$ cat src/core/ivec_pkg.sv
package ivec_pkg;
  localparam int NUM_SRC = 38;
  localparam int NUM_EVT = 9;
  localparam int NUM_SW = 7;
  localparam int NUM_HWT = 5;
  localparam int NUM_TRAP = 16;
  localparam int NUM_PREG = 6;
  localparam int NUM_MASKABLE = NUM_EVT + NUM_SW;
  localparam int PRIO_W = 4;

  localparam int CODE_RESET = 0;
  localparam int CODE_HWT = 1;
  localparam int CODE_TRAP = 6;
  localparam int CODE_EVT = 22;
  localparam int CODE_SW = 31;

  localparam logic [15:0] VEC_RESET = 16'h0000;
  localparam logic [15:0] VEC_HWT_BASE = 16'h0004;
  localparam logic [15:0] VEC_TRAP_BASE = 16'h0040;
  localparam logic [15:0] VEC_SW_BASE = 16'h0100;
  localparam int VEC_STEP = 4;
  // Event order is also arbitration order, rank 2 first
  localparam logic [NUM_EVT-1:0][15:0] EVT_VEC = {16'h00ac, 16'h00a8,
    16'h00a4, 16'h00a0, 16'h0090, 16'h008c, 16'h0088, 16'h0084,
    16'h0080};
  localparam logic [NUM_EVT-1:0][2:0] EVT_PREG = {3'h5, 3'h5, 3'h4,
    3'h4, 3'h2, 3'h1, 3'h1, 3'h0, 3'h0};
  localparam logic [NUM_EVT-1:0] EVT_PHI = 9'h14a;
  localparam int PRIO_LO_LSB = 0;
  localparam int PRIO_HI_LSB = 4;
  localparam int GIE_BIT = 7;
  localparam int EVT_TIMER2 = 4;
  localparam int EVT_EXT0 = 0;
  localparam int EVT_EXT1 = 2;

  localparam logic [7:0] OFF_EN_LO = 8'h00;
  localparam logic [7:0] OFF_EN_HI = 8'h04;
  localparam logic [7:0] OFF_PRIO0 = 8'h08;
  localparam logic [7:0] OFF_PRIO5 = 8'h1c;
  localparam logic [7:0] OFF_SW_REQ = 8'h20;
  localparam logic [7:0] OFF_SW_EN = 8'h24;
  localparam logic [7:0] OFF_LEVEL = 8'h28;
  localparam logic [7:0] OFF_STAT = 8'h2c;
  localparam logic [7:0] OFF_MASK = 8'h30;
  localparam logic [7:0] OFF_VEC = 8'h34;

  localparam logic [7:0] EN_HI_MASK = 8'h0f;
  localparam logic [7:0] PRIO_MASK = 8'h77;
  localparam logic [7:0] SW_MASK = 8'hfe;
  localparam logic [7:0] RST_REG = 8'h00;

  localparam int NUM_IRQ = 3;
  localparam int IRQ_ACCEPT = 0;
  localparam int IRQ_WAKE = 1;
  localparam int IRQ_LOST = 2;

  localparam logic [1:0] RESP_OKAY = 2'h0;
  localparam logic [1:0] RESP_SLVERR = 2'h2;

  typedef enum logic [1:0] {
    S_IDLE = 2'b01,
    S_OFFER = 2'b10
  } vec_state_t;

  typedef struct packed {
    logic valid;
    logic [5:0] code;
    logic [PRIO_W-1:0] prio;
    logic [15:0] addr;
  } vec_t;

  typedef struct packed {
    vec_state_t st;
    vec_t vec;
    logic [7:0] en_lo;
    logic [7:0] en_hi;
    logic [NUM_PREG-1:0][7:0] prio;
    logic [7:0] sw_req;
    logic [7:0] sw_en;
    logic [1:0] level;
    logic [NUM_IRQ-1:0] stat;
    logic [NUM_IRQ-1:0] mask;
    logic rst_pend;
    logic [NUM_HWT-1:0] hwt_pend;
    logic [NUM_TRAP-1:0] trap_pend;
    logic wake;
    logic aw_got;
    logic [7:0] aw_addr;
    logic w_got;
    logic [7:0] w_byte;
    logic w_lane0;
    logic bvalid;
    logic [1:0] bresp;
    logic rvalid;
    logic [31:0] rdata;
    logic [1:0] rresp;
  } ctl_state_t;
endpackage : ivec_pkg

$ cat src/core/prio_pick.sv
module prio_pick #(
  parameter int N = 16,
  parameter int W = 4
) (
  input wire logic [N-1:0] req,
  input wire logic [N-1:0][W-1:0] prio,
  output logic any,
  output logic [$clog2(N)-1:0] idx,
  output logic [W-1:0] best
);
  always_comb begin
    any = 1'b0;
    idx = '0;
    best = '0;
    for (int i = 0; i < N; i++) begin
      if (req[i] && (!any || prio[i] > best)) begin
        any = 1'b1;
        idx = ($clog2(N))'(i);
        best = prio[i];
      end
    end
  end
endmodule : prio_pick

$ cat src/core/event_interrupt_vectoring.sv
// Chosen here: the AXI4-Lite register port and the placing of the registers.
module event_interrupt_vectoring (
  input wire logic aclk,
  input wire logic aresetn,
  input wire logic [7:0] awaddr,
  input wire logic awvalid,
  output logic awready,
  input wire logic [31:0] wdata,
  input wire logic [3:0] wstrb,
  input wire logic wvalid,
  output logic wready,
  output logic [1:0] bresp,
  output logic bvalid,
  input wire logic bready,
  input wire logic [7:0] araddr,
  input wire logic arvalid,
  output logic arready,
  output logic [31:0] rdata,
  output logic [1:0] rresp,
  output logic rvalid,
  input wire logic rready,
  input wire logic [ivec_pkg::NUM_EVT-1:0] evt_flags,
  input wire logic timer2_external_flag,
  input wire logic reset_req,
  input wire logic [ivec_pkg::NUM_HWT-1:0] hw_trap,
  input wire logic trap_insn_valid,
  input wire logic [3:0] trap_insn_num,
  input wire logic [ivec_pkg::PRIO_W-1:0] core_priority,
  input wire logic idle_mode,
  input wire logic power_down,
  output ivec_pkg::vec_t vec,
  input wire logic vec_ready,
  output logic wake,
  output logic irq
);
  import ivec_pkg::*;

  ctl_state_t q, d;
  logic [NUM_EVT-1:0] flags;
  logic [NUM_EVT-1:0] evt_en;
  logic gie;
  logic [NUM_MASKABLE-1:0] cand_req;
  logic [NUM_MASKABLE-1:0][PRIO_W-1:0] cand_prio;
  logic m_any;
  logic [3:0] m_idx;
  logic [PRIO_W-1:0] m_prio;
  logic m_ok;
  logic exc_any;
  vec_t exc_vec;
  vec_t msk_vec;
  logic wake_c;
  logic [31:0] rd_data;
  logic rd_ok;
  logic [2:0] fld;

  assign gie = q.en_lo[GIE_BIT];
  assign evt_en = {q.en_hi[3:0], q.en_lo[4:0]};

  always_comb begin
    flags = evt_flags;
    flags[EVT_TIMER2] = evt_flags[EVT_TIMER2] | timer2_external_flag;
  end

  // Candidate list: events first (ranks 2..10), then software requests
  always_comb begin
    fld = '0;
    cand_req = '0;
    cand_prio = '0;
    for (int i = 0; i < NUM_EVT; i++) begin
      fld = EVT_PHI[i] ? q.prio[EVT_PREG[i]][PRIO_HI_LSB +: 3]
                       : q.prio[EVT_PREG[i]][PRIO_LO_LSB +: 3];
      cand_req[i] = flags[i] & evt_en[i] & gie;
      cand_prio[i] = (fld == 3'h0) ? 4'h0 : {1'b1, fld};
    end
    for (int j = 0; j < NUM_SW; j++) begin
      cand_req[NUM_EVT+j] = q.sw_req[j+1] & q.sw_en[j+1];
      cand_prio[NUM_EVT+j] = PRIO_W'(j + 1);
    end
  end

  prio_pick #(.N(NUM_MASKABLE), .W(PRIO_W)) u_pick (
    .req(cand_req),
    .prio(cand_prio),
    .any(m_any),
    .idx(m_idx),
    .best(m_prio)
  );

  assign m_ok = m_any && (m_prio > core_priority);

  always_comb begin
    msk_vec = '0;
    msk_vec.valid = 1'b1;
    msk_vec.prio = m_prio;
    if (int'(m_idx) < NUM_EVT) begin
      msk_vec.code = 6'(CODE_EVT + int'(m_idx));
      msk_vec.addr = EVT_VEC[m_idx];
    end else begin
      msk_vec.code = 6'(CODE_SW + int'(m_idx) - NUM_EVT);
      msk_vec.addr = VEC_SW_BASE
        + 16'(VEC_STEP * (int'(m_idx) - NUM_EVT));
    end
  end

  // Exceptions and traps ignore masks; later hits take precedence
  always_comb begin
    exc_any = 1'b0;
    exc_vec = '0;
    exc_vec.valid = 1'b1;
    for (int k = NUM_TRAP - 1; k >= 0; k--) begin
      if (q.trap_pend[k]) begin
        exc_any = 1'b1;
        exc_vec.code = 6'(CODE_TRAP + k);
        exc_vec.addr = VEC_TRAP_BASE + 16'(VEC_STEP * k);
      end
    end
    for (int k = NUM_HWT - 1; k >= 0; k--) begin
      if (q.hwt_pend[k]) begin
        exc_any = 1'b1;
        exc_vec.code = 6'(CODE_HWT + k);
        exc_vec.addr = VEC_HWT_BASE + 16'(VEC_STEP * k);
      end
    end
    if (q.rst_pend) begin
      exc_any = 1'b1;
      exc_vec.code = 6'(CODE_RESET);
      exc_vec.addr = VEC_RESET;
    end
  end

  always_comb begin
    wake_c = idle_mode && (exc_any || m_ok);
    if (power_down && gie
        && ((flags[EVT_EXT0] && evt_en[EVT_EXT0] && q.level[0])
        || (flags[EVT_EXT1] && evt_en[EVT_EXT1] && q.level[1]))) begin
      wake_c = 1'b1;
    end
  end

  // Register read decode
  always_comb begin
    rd_data = '0;
    rd_ok = 1'b1;
    if (araddr[7:5] == 3'h0 && araddr[4:2] >= 3'h2) begin
      rd_data[7:0] = q.prio[araddr[4:2] - 3'h2];
    end else begin
      unique case ({araddr[7:2], 2'b00})
        OFF_EN_LO: rd_data[7:0] = q.en_lo;
        OFF_EN_HI: rd_data[7:0] = q.en_hi;
        OFF_SW_REQ: rd_data[7:0] = q.sw_req;
        OFF_SW_EN: rd_data[7:0] = q.sw_en;
        OFF_LEVEL: rd_data[1:0] = q.level;
        OFF_STAT: rd_data[NUM_IRQ-1:0] = q.stat;
        OFF_MASK: rd_data[NUM_IRQ-1:0] = q.mask;
        OFF_VEC: rd_data = {q.vec.valid, 9'h000, q.vec.code, q.vec.addr};
        default: rd_ok = 1'b0;
      endcase
    end
  end

  always_comb begin
    d = q;
    // Vector handshake toward the core
    unique case (q.st)
      S_IDLE: begin
        if (exc_any) begin
          d.vec = exc_vec;
          d.st = S_OFFER;
        end else if (m_ok) begin
          d.vec = msk_vec;
          d.st = S_OFFER;
        end
      end
      S_OFFER: begin
        if (vec_ready) begin
          d.vec.valid = 1'b0;
          d.st = S_IDLE;
          if (int'(q.vec.code) == CODE_RESET) begin
            d.rst_pend = 1'b0;
          end else if (int'(q.vec.code) < CODE_TRAP) begin
            d.hwt_pend[int'(q.vec.code) - CODE_HWT] = 1'b0;
          end else if (int'(q.vec.code) < CODE_EVT) begin
            d.trap_pend[int'(q.vec.code) - CODE_TRAP] = 1'b0;
          end else if (int'(q.vec.code) >= CODE_SW) begin
            d.sw_req[int'(q.vec.code) - CODE_SW + 1] = 1'b0;
          end
        end
      end
    endcase
    // New exception requests win over the clear above
    if (reset_req) begin
      d.rst_pend = 1'b1;
    end
    d.hwt_pend = d.hwt_pend | hw_trap;
    if (trap_insn_valid) begin
      d.trap_pend[trap_insn_num] = 1'b1;
    end
    // AXI4-Lite write channel
    if (awvalid && awready) begin
      d.aw_got = 1'b1;
      d.aw_addr = awaddr;
    end
    if (wvalid && wready) begin
      d.w_got = 1'b1;
      d.w_byte = wdata[7:0];
      d.w_lane0 = wstrb[0];
    end
    if (q.bvalid && bready) begin
      d.bvalid = 1'b0;
    end
    if (q.aw_got && q.w_got && !q.bvalid) begin
      d.aw_got = 1'b0;
      d.w_got = 1'b0;
      d.bvalid = 1'b1;
      d.bresp = RESP_OKAY;
      if (q.aw_addr[7:5] == 3'h0 && q.aw_addr[4:2] >= 3'h2) begin
        if (q.w_lane0) begin
          d.prio[q.aw_addr[4:2] - 3'h2] = q.w_byte & PRIO_MASK;
        end
      end else begin
        unique case ({q.aw_addr[7:2], 2'b00})
          OFF_EN_LO: if (q.w_lane0) d.en_lo = q.w_byte;
          OFF_EN_HI: if (q.w_lane0) d.en_hi = q.w_byte & EN_HI_MASK;
          OFF_SW_REQ: if (q.w_lane0) d.sw_req = q.w_byte & SW_MASK;
          OFF_SW_EN: if (q.w_lane0) d.sw_en = q.w_byte & SW_MASK;
          OFF_LEVEL: if (q.w_lane0) d.level = q.w_byte[1:0];
          OFF_STAT: if (q.w_lane0) d.stat = d.stat & ~q.w_byte[2:0];
          OFF_MASK: if (q.w_lane0) d.mask = q.w_byte[2:0];
          OFF_VEC: d.bresp = RESP_OKAY;
          default: d.bresp = RESP_SLVERR;
        endcase
      end
    end
    // AXI4-Lite read channel
    if (q.rvalid && rready) begin
      d.rvalid = 1'b0;
    end
    if (arvalid && arready) begin
      d.rvalid = 1'b1;
      d.rdata = rd_data;
      d.rresp = rd_ok ? RESP_OKAY : RESP_SLVERR;
    end
    // Sticky events are set after the clear so a set is never lost
    if (q.st == S_OFFER && vec_ready) begin
      d.stat[IRQ_ACCEPT] = 1'b1;
    end
    d.wake = wake_c;
    if (wake_c && !q.wake) begin
      d.stat[IRQ_WAKE] = 1'b1;
    end
    if (|(hw_trap & q.hwt_pend)
        || (trap_insn_valid && q.trap_pend[trap_insn_num])) begin
      d.stat[IRQ_LOST] = 1'b1;
    end
  end

  always_ff @(posedge aclk) begin
    if (!aresetn) begin
      q <= '0;
      q.st <= S_IDLE;
      q.en_lo <= RST_REG;
      q.en_hi <= RST_REG;
      q.sw_req <= RST_REG;
      q.sw_en <= RST_REG;
      q.rst_pend <= 1'b1;
    end else begin
      q <= d;
    end
  end

  assign awready = !q.aw_got && !q.bvalid;
  assign wready = !q.w_got && !q.bvalid;
  assign bvalid = q.bvalid;
  assign bresp = q.bresp;
  assign arready = !q.rvalid;
  assign rvalid = q.rvalid;
  assign rdata = q.rdata;
  assign rresp = q.rresp;
  assign vec = q.vec;
  assign wake = q.wake;
  assign irq = |(q.stat & q.mask);

  a_vec_hold: assert property (@(posedge aclk) disable iff (!aresetn)
    vec.valid && !vec_ready |=> vec.valid && $stable(vec.addr)
      && $stable(vec.code))
    else $error("vector changed before it was taken");

  a_vec_drop: assert property (@(posedge aclk) disable iff (!aresetn)
    vec.valid && vec_ready |=> !vec.valid)
    else $error("vector still offered after it was taken");

  a_acc_status: assert property (@(posedge aclk) disable iff (!aresetn)
    vec.valid && vec_ready |=> q.stat[IRQ_ACCEPT])
    else $error("accepted vector did not set status");

  a_reset_first: assert property (@(posedge aclk) disable iff (!aresetn)
    q.st == S_IDLE && q.rst_pend |=> vec.valid
      && vec.addr == 16'h0000 && vec.code == 6'h00)
    else $error("pending reset did not vector to zero");

  a_hwt_addr: assert property (@(posedge aclk) disable iff (!aresetn)
    vec.valid && vec.code >= 6'h01 && vec.code <= 6'h05
      |-> vec.addr == {8'h00, vec.code, 2'b00})
    else $error("hardware trap vector wrong");

  a_trap_addr: assert property (@(posedge aclk) disable iff (!aresetn)
    vec.valid && vec.code >= 6'h06 && vec.code <= 6'h15
      |-> vec.addr == 16'h0040 + {8'h00, vec.code - 6'h06, 2'b00})
    else $error("trap instruction vector wrong");

  a_evt_gate: assert property (@(posedge aclk) disable iff (!aresetn)
    $rose(vec.valid) && vec.code >= 6'h16 && vec.code <= 6'h1e
      |-> $past(q.en_lo[7]) && vec.prio[3]
      && vec.prio > $past(core_priority))
    else $error("event taken while gated or too low");

  a_evt_field: assert property (@(posedge aclk) disable iff (!aresetn)
    $rose(vec.valid) && vec.code == 6'h16
      |-> vec.prio == {1'b1, $past(q.prio[0][2:0])})
    else $error("first event priority does not follow its field");

  a_evt_addr: assert property (@(posedge aclk) disable iff (!aresetn)
    vec.valid && vec.code == 6'h16 |-> vec.addr == 16'h0080)
    else $error("first event vector wrong");

  a_sw_addr: assert property (@(posedge aclk) disable iff (!aresetn)
    vec.valid && vec.code >= 6'h1f
      |-> vec.addr == 16'h0100 + {8'h00, vec.code - 6'h1f, 2'b00}
      && vec.prio == 4'(vec.code - 6'h1e))
    else $error("software vector or priority wrong");

  a_sw_gate: assert property (@(posedge aclk) disable iff (!aresetn)
    $rose(vec.valid) && vec.code >= 6'h1f
      |-> (($past(q.sw_en) >> (vec.code - 6'h1e)) & 8'h01) == 8'h01
      && vec.prio > $past(core_priority))
    else $error("software request taken while disabled or too low");

  a_pd_wake: assert property (@(posedge aclk) disable iff (!aresetn)
    power_down && !idle_mode && !q.en_lo[7] |=> !wake)
    else $error("power-down wake without global enable");

  a_idle_wake: assert property (@(posedge aclk) disable iff (!aresetn)
    idle_mode && q.rst_pend |=> wake)
    else $error("idle mode missed a pending request");
endmodule : event_interrupt_vectoring

$ cat config.mk
export PLATFORM = sky130hd
export DESIGN_NAME = event_interrupt_vectoring
export DESIGN_NICKNAME = d
export VERILOG_FILES = /design/src/core/ivec_pkg.sv /design/src/core/prio_pick.sv /design/src/core/event_interrupt_vectoring.sv
export SDC_FILE = /design/constraint.sdc
export NUM_CORES = 1
export LEC_CHECK = 0
export BUFFER_PORTS_ARGS = -buffer_cell sky130_fd_sc_hd__buf_2
export CAP_MARGIN = 0
export CORE_ASPECT_RATIO = 1.2
export CORE_MARGIN = 10
export CORE_UTILIZATION = 46
export DETAILED_ROUTE_END_ITERATION = 8
export MAX_ROUTING_LAYER = met4
export PLACE_DENSITY = 0.78
export SLEW_MARGIN = 5
export SYNTH_ARGS = -nofsm -noshare
export SYNTH_HDL_FRONTEND = slang
export SYNTH_SLANG_ARGS = --single-unit
export TNS_END_PERCENT = 100
$ cat constraint.sdc
create_clock -name aclk -period 17.55 [get_ports aclk]
set_clock_uncertainty 0.1 [all_clocks]
set_input_delay 3.51 -clock aclk [delete_from_list [all_inputs] [get_ports aclk]]
set_output_delay 3.51 -clock aclk [all_outputs]
set_load 0.05 [all_outputs]
* After elaboration in Yosys (flattened, before gate mapping)
Memory sizes are Yosys's and may differ from the RTL's.
Cells that the tools add are included.
** Word-level totals
- Register bits :: 192
- Bits in read-only memories :: 256
- Input port bits :: 87
- Logic and storage cells :: 453
- Memories :: 1
** Cells by class
- Add/sub/neg operators :: 11
- Order comparisons :: 34
- Equality and inequality tests :: 21
- Multiplexer cells :: 188
- Bitwise gates (word level) :: 40
- Reductions and logical operators :: 124
** Memories
- (name not given) :: words 16, bits a word 16, rd ports 1, clocked after memory_dff 0, write ports 0, line event_interrupt_vectoring.sv:97 : msk_vec.addr = EVT_VEC[m_idx];
** Operator list (number)
- 16-bit two-way mux :: 26
- 4-bit two-way mux :: 33
- 6-bit two-way mux :: 22
- 8-bit two-way mux :: 13
- 24-bit two-way mux :: 4
- 6-bit by 4-bit == test with 1-bit output, second input constant :: 12
- 21-bit two-way mux :: 3
- 29-bit two-way mux :: 2
- 1-bit two-way mux :: 52
- 48-bit bitwise mux :: 1
- 1-bit logical AND :: 42
- 4-bit greater-than comparator :: 9
- 35-bit two-way mux :: 1
- 3-bit logical NOT :: 11
- 4-bit AND reduction :: 8
- 3-bit two-way mux :: 10
- 1-bit AND :: 25
- 5-bit case mux with 5 select lines :: 1
- 8-bit binary-select mux with 3-bit select :: 1
- 8-bit demux with 3-bit select :: 1
- 2-bit nonzero test :: 12
- 1-bit logical NOT :: 20
- 6-bit logical NOT :: 3
- 1-bit logical OR :: 18
- other kinds (59) :: 88

* Depth between registers and ports, before layout
- Depth after elaboration :: 71
- Depth in mapped cells :: 78
- Mapped depth without buffers :: 73

* Hierarchy
From an unflattened synthesis, not the netlist that was laid out.
** Second synthesis, totals
- Cells, all modules :: 1518
- Area total of the unflattened synthesis :: 11881.4 um^2
** By module, submodules not included
- event_interrupt_vectoring :: times used 1, cells an instance 1062, area each 8697.1 um^2
- prio_pick :: times used 1, cells an instance 456, area each 3184.3 um^2

* Worst setup path after synthesis
OpenSTA, ideal clock, no wires.
- Path kind :: input port to flip-flop
- Start :: input evt_flags[0] (netlist name)
- End :: register q, in the netlist vec[6]
- Library setup time :: 0.143 ns
- Arrival time :: 16.614 ns
- Slack :: 0.693 ns
- Stages :: 71
- Cell sequence :: and3_2 -> and2_1 -> ha_1 -> nand4_1 -> o2111ai_1 -> a21oi_1 -> mux2_4 -> ha_1 -> nor2b_1 -> o211a_1 -> o21ai_0 -> a21oi_1 -> mux2i_1 -> ha_1 -> a21oi_1 -> o21ai_0 -> a32o_1 -> clkbuf_8 -> (+35 left out) -> a32o_1 -> a21oi_2 -> clkbuf_1 -> nand2_1 -> a32o_1 -> a32oi_1 -> ha_1 -> nor2b_1 -> o21ai_0 -> nand2b_1 -> a21oi_1 -> a41oi_1 -> o21ai_0 -> nand2_1 -> nand2b_1 -> clkbuf_1 -> clkbuf_1 -> o221ai_1
** Between the ends
- Longest elaborated chain between the ends :: 68
- Elaborated cells on any way between the ends :: 121
** RTL lines
- from (decl) :: line event_interrupt_vectoring.sv:22 : input wire logic [ivec_pkg::NUM_EVT-1:0] evt_flags,
- 1-bit AND * (2 in series) :: line event_interrupt_vectoring.sv:72 : cand_req[i] = flags[i] & evt_en[i] & gie;
- 4-bit two-way mux or 1-bit two-way mux (tied branches) :: line prio_pick.sv:16 : if (req[i] && (!any || prio[i] > best)) begin
- 4-bit greater-than comparator or 1-bit logical NOT (tied branches) :: line prio_pick.sv:16
- 1-bit logical OR :: line prio_pick.sv:16
- 1-bit logical AND :: line prio_pick.sv:16
- 4-bit two-way mux or 1-bit two-way mux (tied branches) :: line prio_pick.sv:16
- 4-bit greater-than comparator or 1-bit logical NOT (tied branches) :: line prio_pick.sv:16
- 1-bit logical OR :: line prio_pick.sv:16
- (+51 left out)
- 1-bit logical OR :: line prio_pick.sv:16
- 1-bit logical AND :: line prio_pick.sv:16
- 4-bit two-way mux :: line prio_pick.sv:16
- 4-bit by 4-bit subtractor with 5-bit output or memory 16 x 16 bit (tied branches)
- 10-bit by 7-bit adder with 11-bit output or 16-bit two-way mux (tied branches) :: line event_interrupt_vectoring.sv:101, event_interrupt_vectoring.sv:97
- 16-bit two-way mux :: line event_interrupt_vectoring.sv:95 : if (int'(m_idx) < NUM_EVT) begin
- 29-bit two-way mux :: line event_interrupt_vectoring.sv:169 : end else if (m_ok) begin
- 29-bit two-way mux :: line event_interrupt_vectoring.sv:166 : if (exc_any) begin
- to (decl) :: line event_interrupt_vectoring.sv:38 : ctl_state_t q, d;
Every way passes the cells marked *; elsewhere a longest branch is shown, timed or not. The select of a mux whose other input is x is not followed.
A chain may end at the register's enable or synchronous reset.

* Worst setup path in the final report
- Start :: input evt_flags[0] (netlist name)
- End :: register q, in the netlist vec[2]
Same word-level chain as after synthesis.

==> flow_summary.toml <==
[synthesis]
avgSynthCellArea_um2 = 8.038
syn_area_mm2 = 0.01008
synthArstFlopShare_pct = 0
synth_largest_area_cell = "dfxtp_1"
synthFlopType = "dfxtp_1"
synthTopCellsByArea = "dfxtp_1 (30%), mux2i_1 (7.0%), ha_1 (6.6%), nor2_1 (5.7%), a21oi_1 (5.1%)"
yosysWarnings = 0
ys_ff_latch = 150
synth_top_area_share_pct = 29.79
ys_seq_area_share_pct = 29.79
synth.distinct_cells = 93
synth_edf_count = 0
syn_inst = 1254

[worst_setup_path]
start_kind = "primary input"
required_ps = 17810
cp-end-kind = "flip-flop"
critPathMaxStageDelay_ps = 370
critPathArrivalTime_ps = 16930
critical_path.max_fanout = 10
crit_top_cell = "ha_1"
critical_path_class = "primary input to flip-flop"
slowest_stage = "mux2_2"

[floorplan]
fp.coreArea_mm2 = 0.02163
fp.dieArea_mm2 = 0.02826
initial_core_util_pct = 46.60
die_w_um = 155.1
pin_count = 157
rows = 59
fp.dieH_um = 182.2

[sta]
final.min_clock_period_ps = 16660
setup_violations = 0
fin_setup_tns_ps = 0
drv_slew = 0
fin_crit_sh_pct = 94.95
tightest_slew_ps = 1290
fmax_ghz = 0.06001
setup_ws_ps = 885.4
slew_headroom_pct = 13.33
hold_violations = 0

[route]
vias = 9533
routedWlPerCell_um = 18.91
routed.top_layer = "met4"
drc = 0
wl_met2_um = 15260
drtIter0Drc = 736
ant_nets = 0
dr.pass1.iters = 6
routed_wl_um = 30240
routed_via_density = 5.962
met1_length_um = 11690
route.met3.wl_um = 1938

[clocking]
clock_sinks = 150
cts_hold_buf = 0
cts-root-buf = "clkbuf_16"
htree_levels = 4
cts_buffers = 17
cts_max_path_buffers = 2
clk_latency_ps = 440
clk_pin_slew_ps = 70
cts_tree = "done"

[cells_and_area]
fin_area_mm2 = 0.01127
multi_input_area_mm2 = 0.006210
drive_gt1_share_pct = 20.23
area_growth_syn_to_layout_pct = 11.78
regArea_mm2 = 0.003003
antennaDiodeCount = 0
layout_commonest_cell = "nor2_1"
layout.cells.most_common_list = "nor2_1 (151), dfxtp_1 (150), nand2_1 (115)"
final_util_pct = 52.09
nFillCells = 2054
finalNetCount = 1452

[grt]
grt_max_degree = 76
overflow = 0
antenna_found_initial = 0
grt_pass1_wl_um = 47990
grt_use_total_pct = 21.19
grt_pass1_vias = 9300

[placement]
dp_slack_ps = -265.0
gp_congestion = 0.9802
hpwl_um = 22920
place_area_mm2 = 0.01056
io_buffer_count = 98

[hold_path]
min_path_type = "flip-flop to flip-flop"

[flow_run]
maxCapViolCount = 0

[power_and_ir_drop]
power_density_mw_per_mm2 = 73.69
cellLeakagePower_nw = 4.890
ir_drop_v = 0.00006056
p_total_uw = 830.2

[status]
status = "completed"
[logic make-up after synthesis]
family	count (synthesis)	share of synthesized area (%)
AND/OR/NAND/NOR	432	20.47
multiplexers	84	9.781
flip-flops	150	29.79
buffers and inverters	194	10.20
adder cells (fa/ha/maj)	53	6.579
other	1	0.03720
AO/OA/AOI/OAI	333	22.53
XOR/XNOR	7	0.6083
[routing by layer]
layer / vias up / GRT usage (%)
met2: 376 / 36.05
met3: 95 / 4.093
li1: 4547 / -
met5: - / -
met4: 0 / 9.913
met1: 4515 / 23.38
[registers in the layout (all words and copies together) (netlist names)]
register  count
q            99
gie           1
vec          17
evt_en        9
rdata        16
bvalid        1
bresp         1
fld           3
rvalid        1
wake          1
rresp         1
[final timing paths]
check	start	to	cells past startpoint	slack (ps)
worst max-delay path	evt_flags[0]	vec[2]$_SDFFE_PN0P_	70	890
worst max register to register	gie$_SDFFE_PN0P_	vec[2]$_SDFFE_PN0P_	69	3200
worst min-delay path	vec[19]$_SDFFE_PN0P_	vec[19]$_SDFFE_PN0P_	2	360
worst min register to register	vec[19]$_SDFFE_PN0P_	vec[19]$_SDFFE_PN0P_	2	360
[final cells by class]
class / count / area share, %
clock buffer: 17 / 3.776
clock inverter: 15 / 1.644
inverter: 56 / 1.888
multi-input combinational: 936 / 55.11
sequential: 150 / 26.65
tap: 274 / 3.043
timing repair buffer: 151 / 7.884
[report_power, final]
group | internal, mW | leakage, nW | switching (mW)
Combinational | 0.0278 | 3.38 | 0.0698
Clock | 0.193 | 0.292 | 0.177
Sequential | 0.349 | 1.22 | 0.0140
[what timing repair did]
action | CTS | global route
setup endpoints to repair | 0 | 21
resized for setup | 0 | 19
buffers inserted | 0 | 4
[critical path, delay by kind of cell]
kind,cells,cell delay [ps]
AOI/OAI and AO/OA,41,7060
adders and majority gates,9,2670
and+or+nand+nor,11,1740
buffers and inverters,6,1010
muxes,3,940
[metrics by stage]
step | cells | hold WS, ps
2_1_floorplan | 1280 | 326.3
3_3_place_gp | 1563 | 341.5
3_5_place_dp | 1563 | 349.3
4_1_cts | 1595 | 363.4
5_1_grt | 1599 | 392.0
6_report | 1599 | 360.7
[synth_stat cells (15+ instances only)]
master	n
nor3_1	20
o21ai_0	57
nor2_1	152
a21oi_1	103
o211ai_1	15
inv_1	52
ha_1	53
nand2_1	115
buf_4	64
nand3_1	29
a221oi_1	18
dfxtp_1	150
clkbuf_1	64
mux2i_1	70
Power figures use the tool's default switching activity.
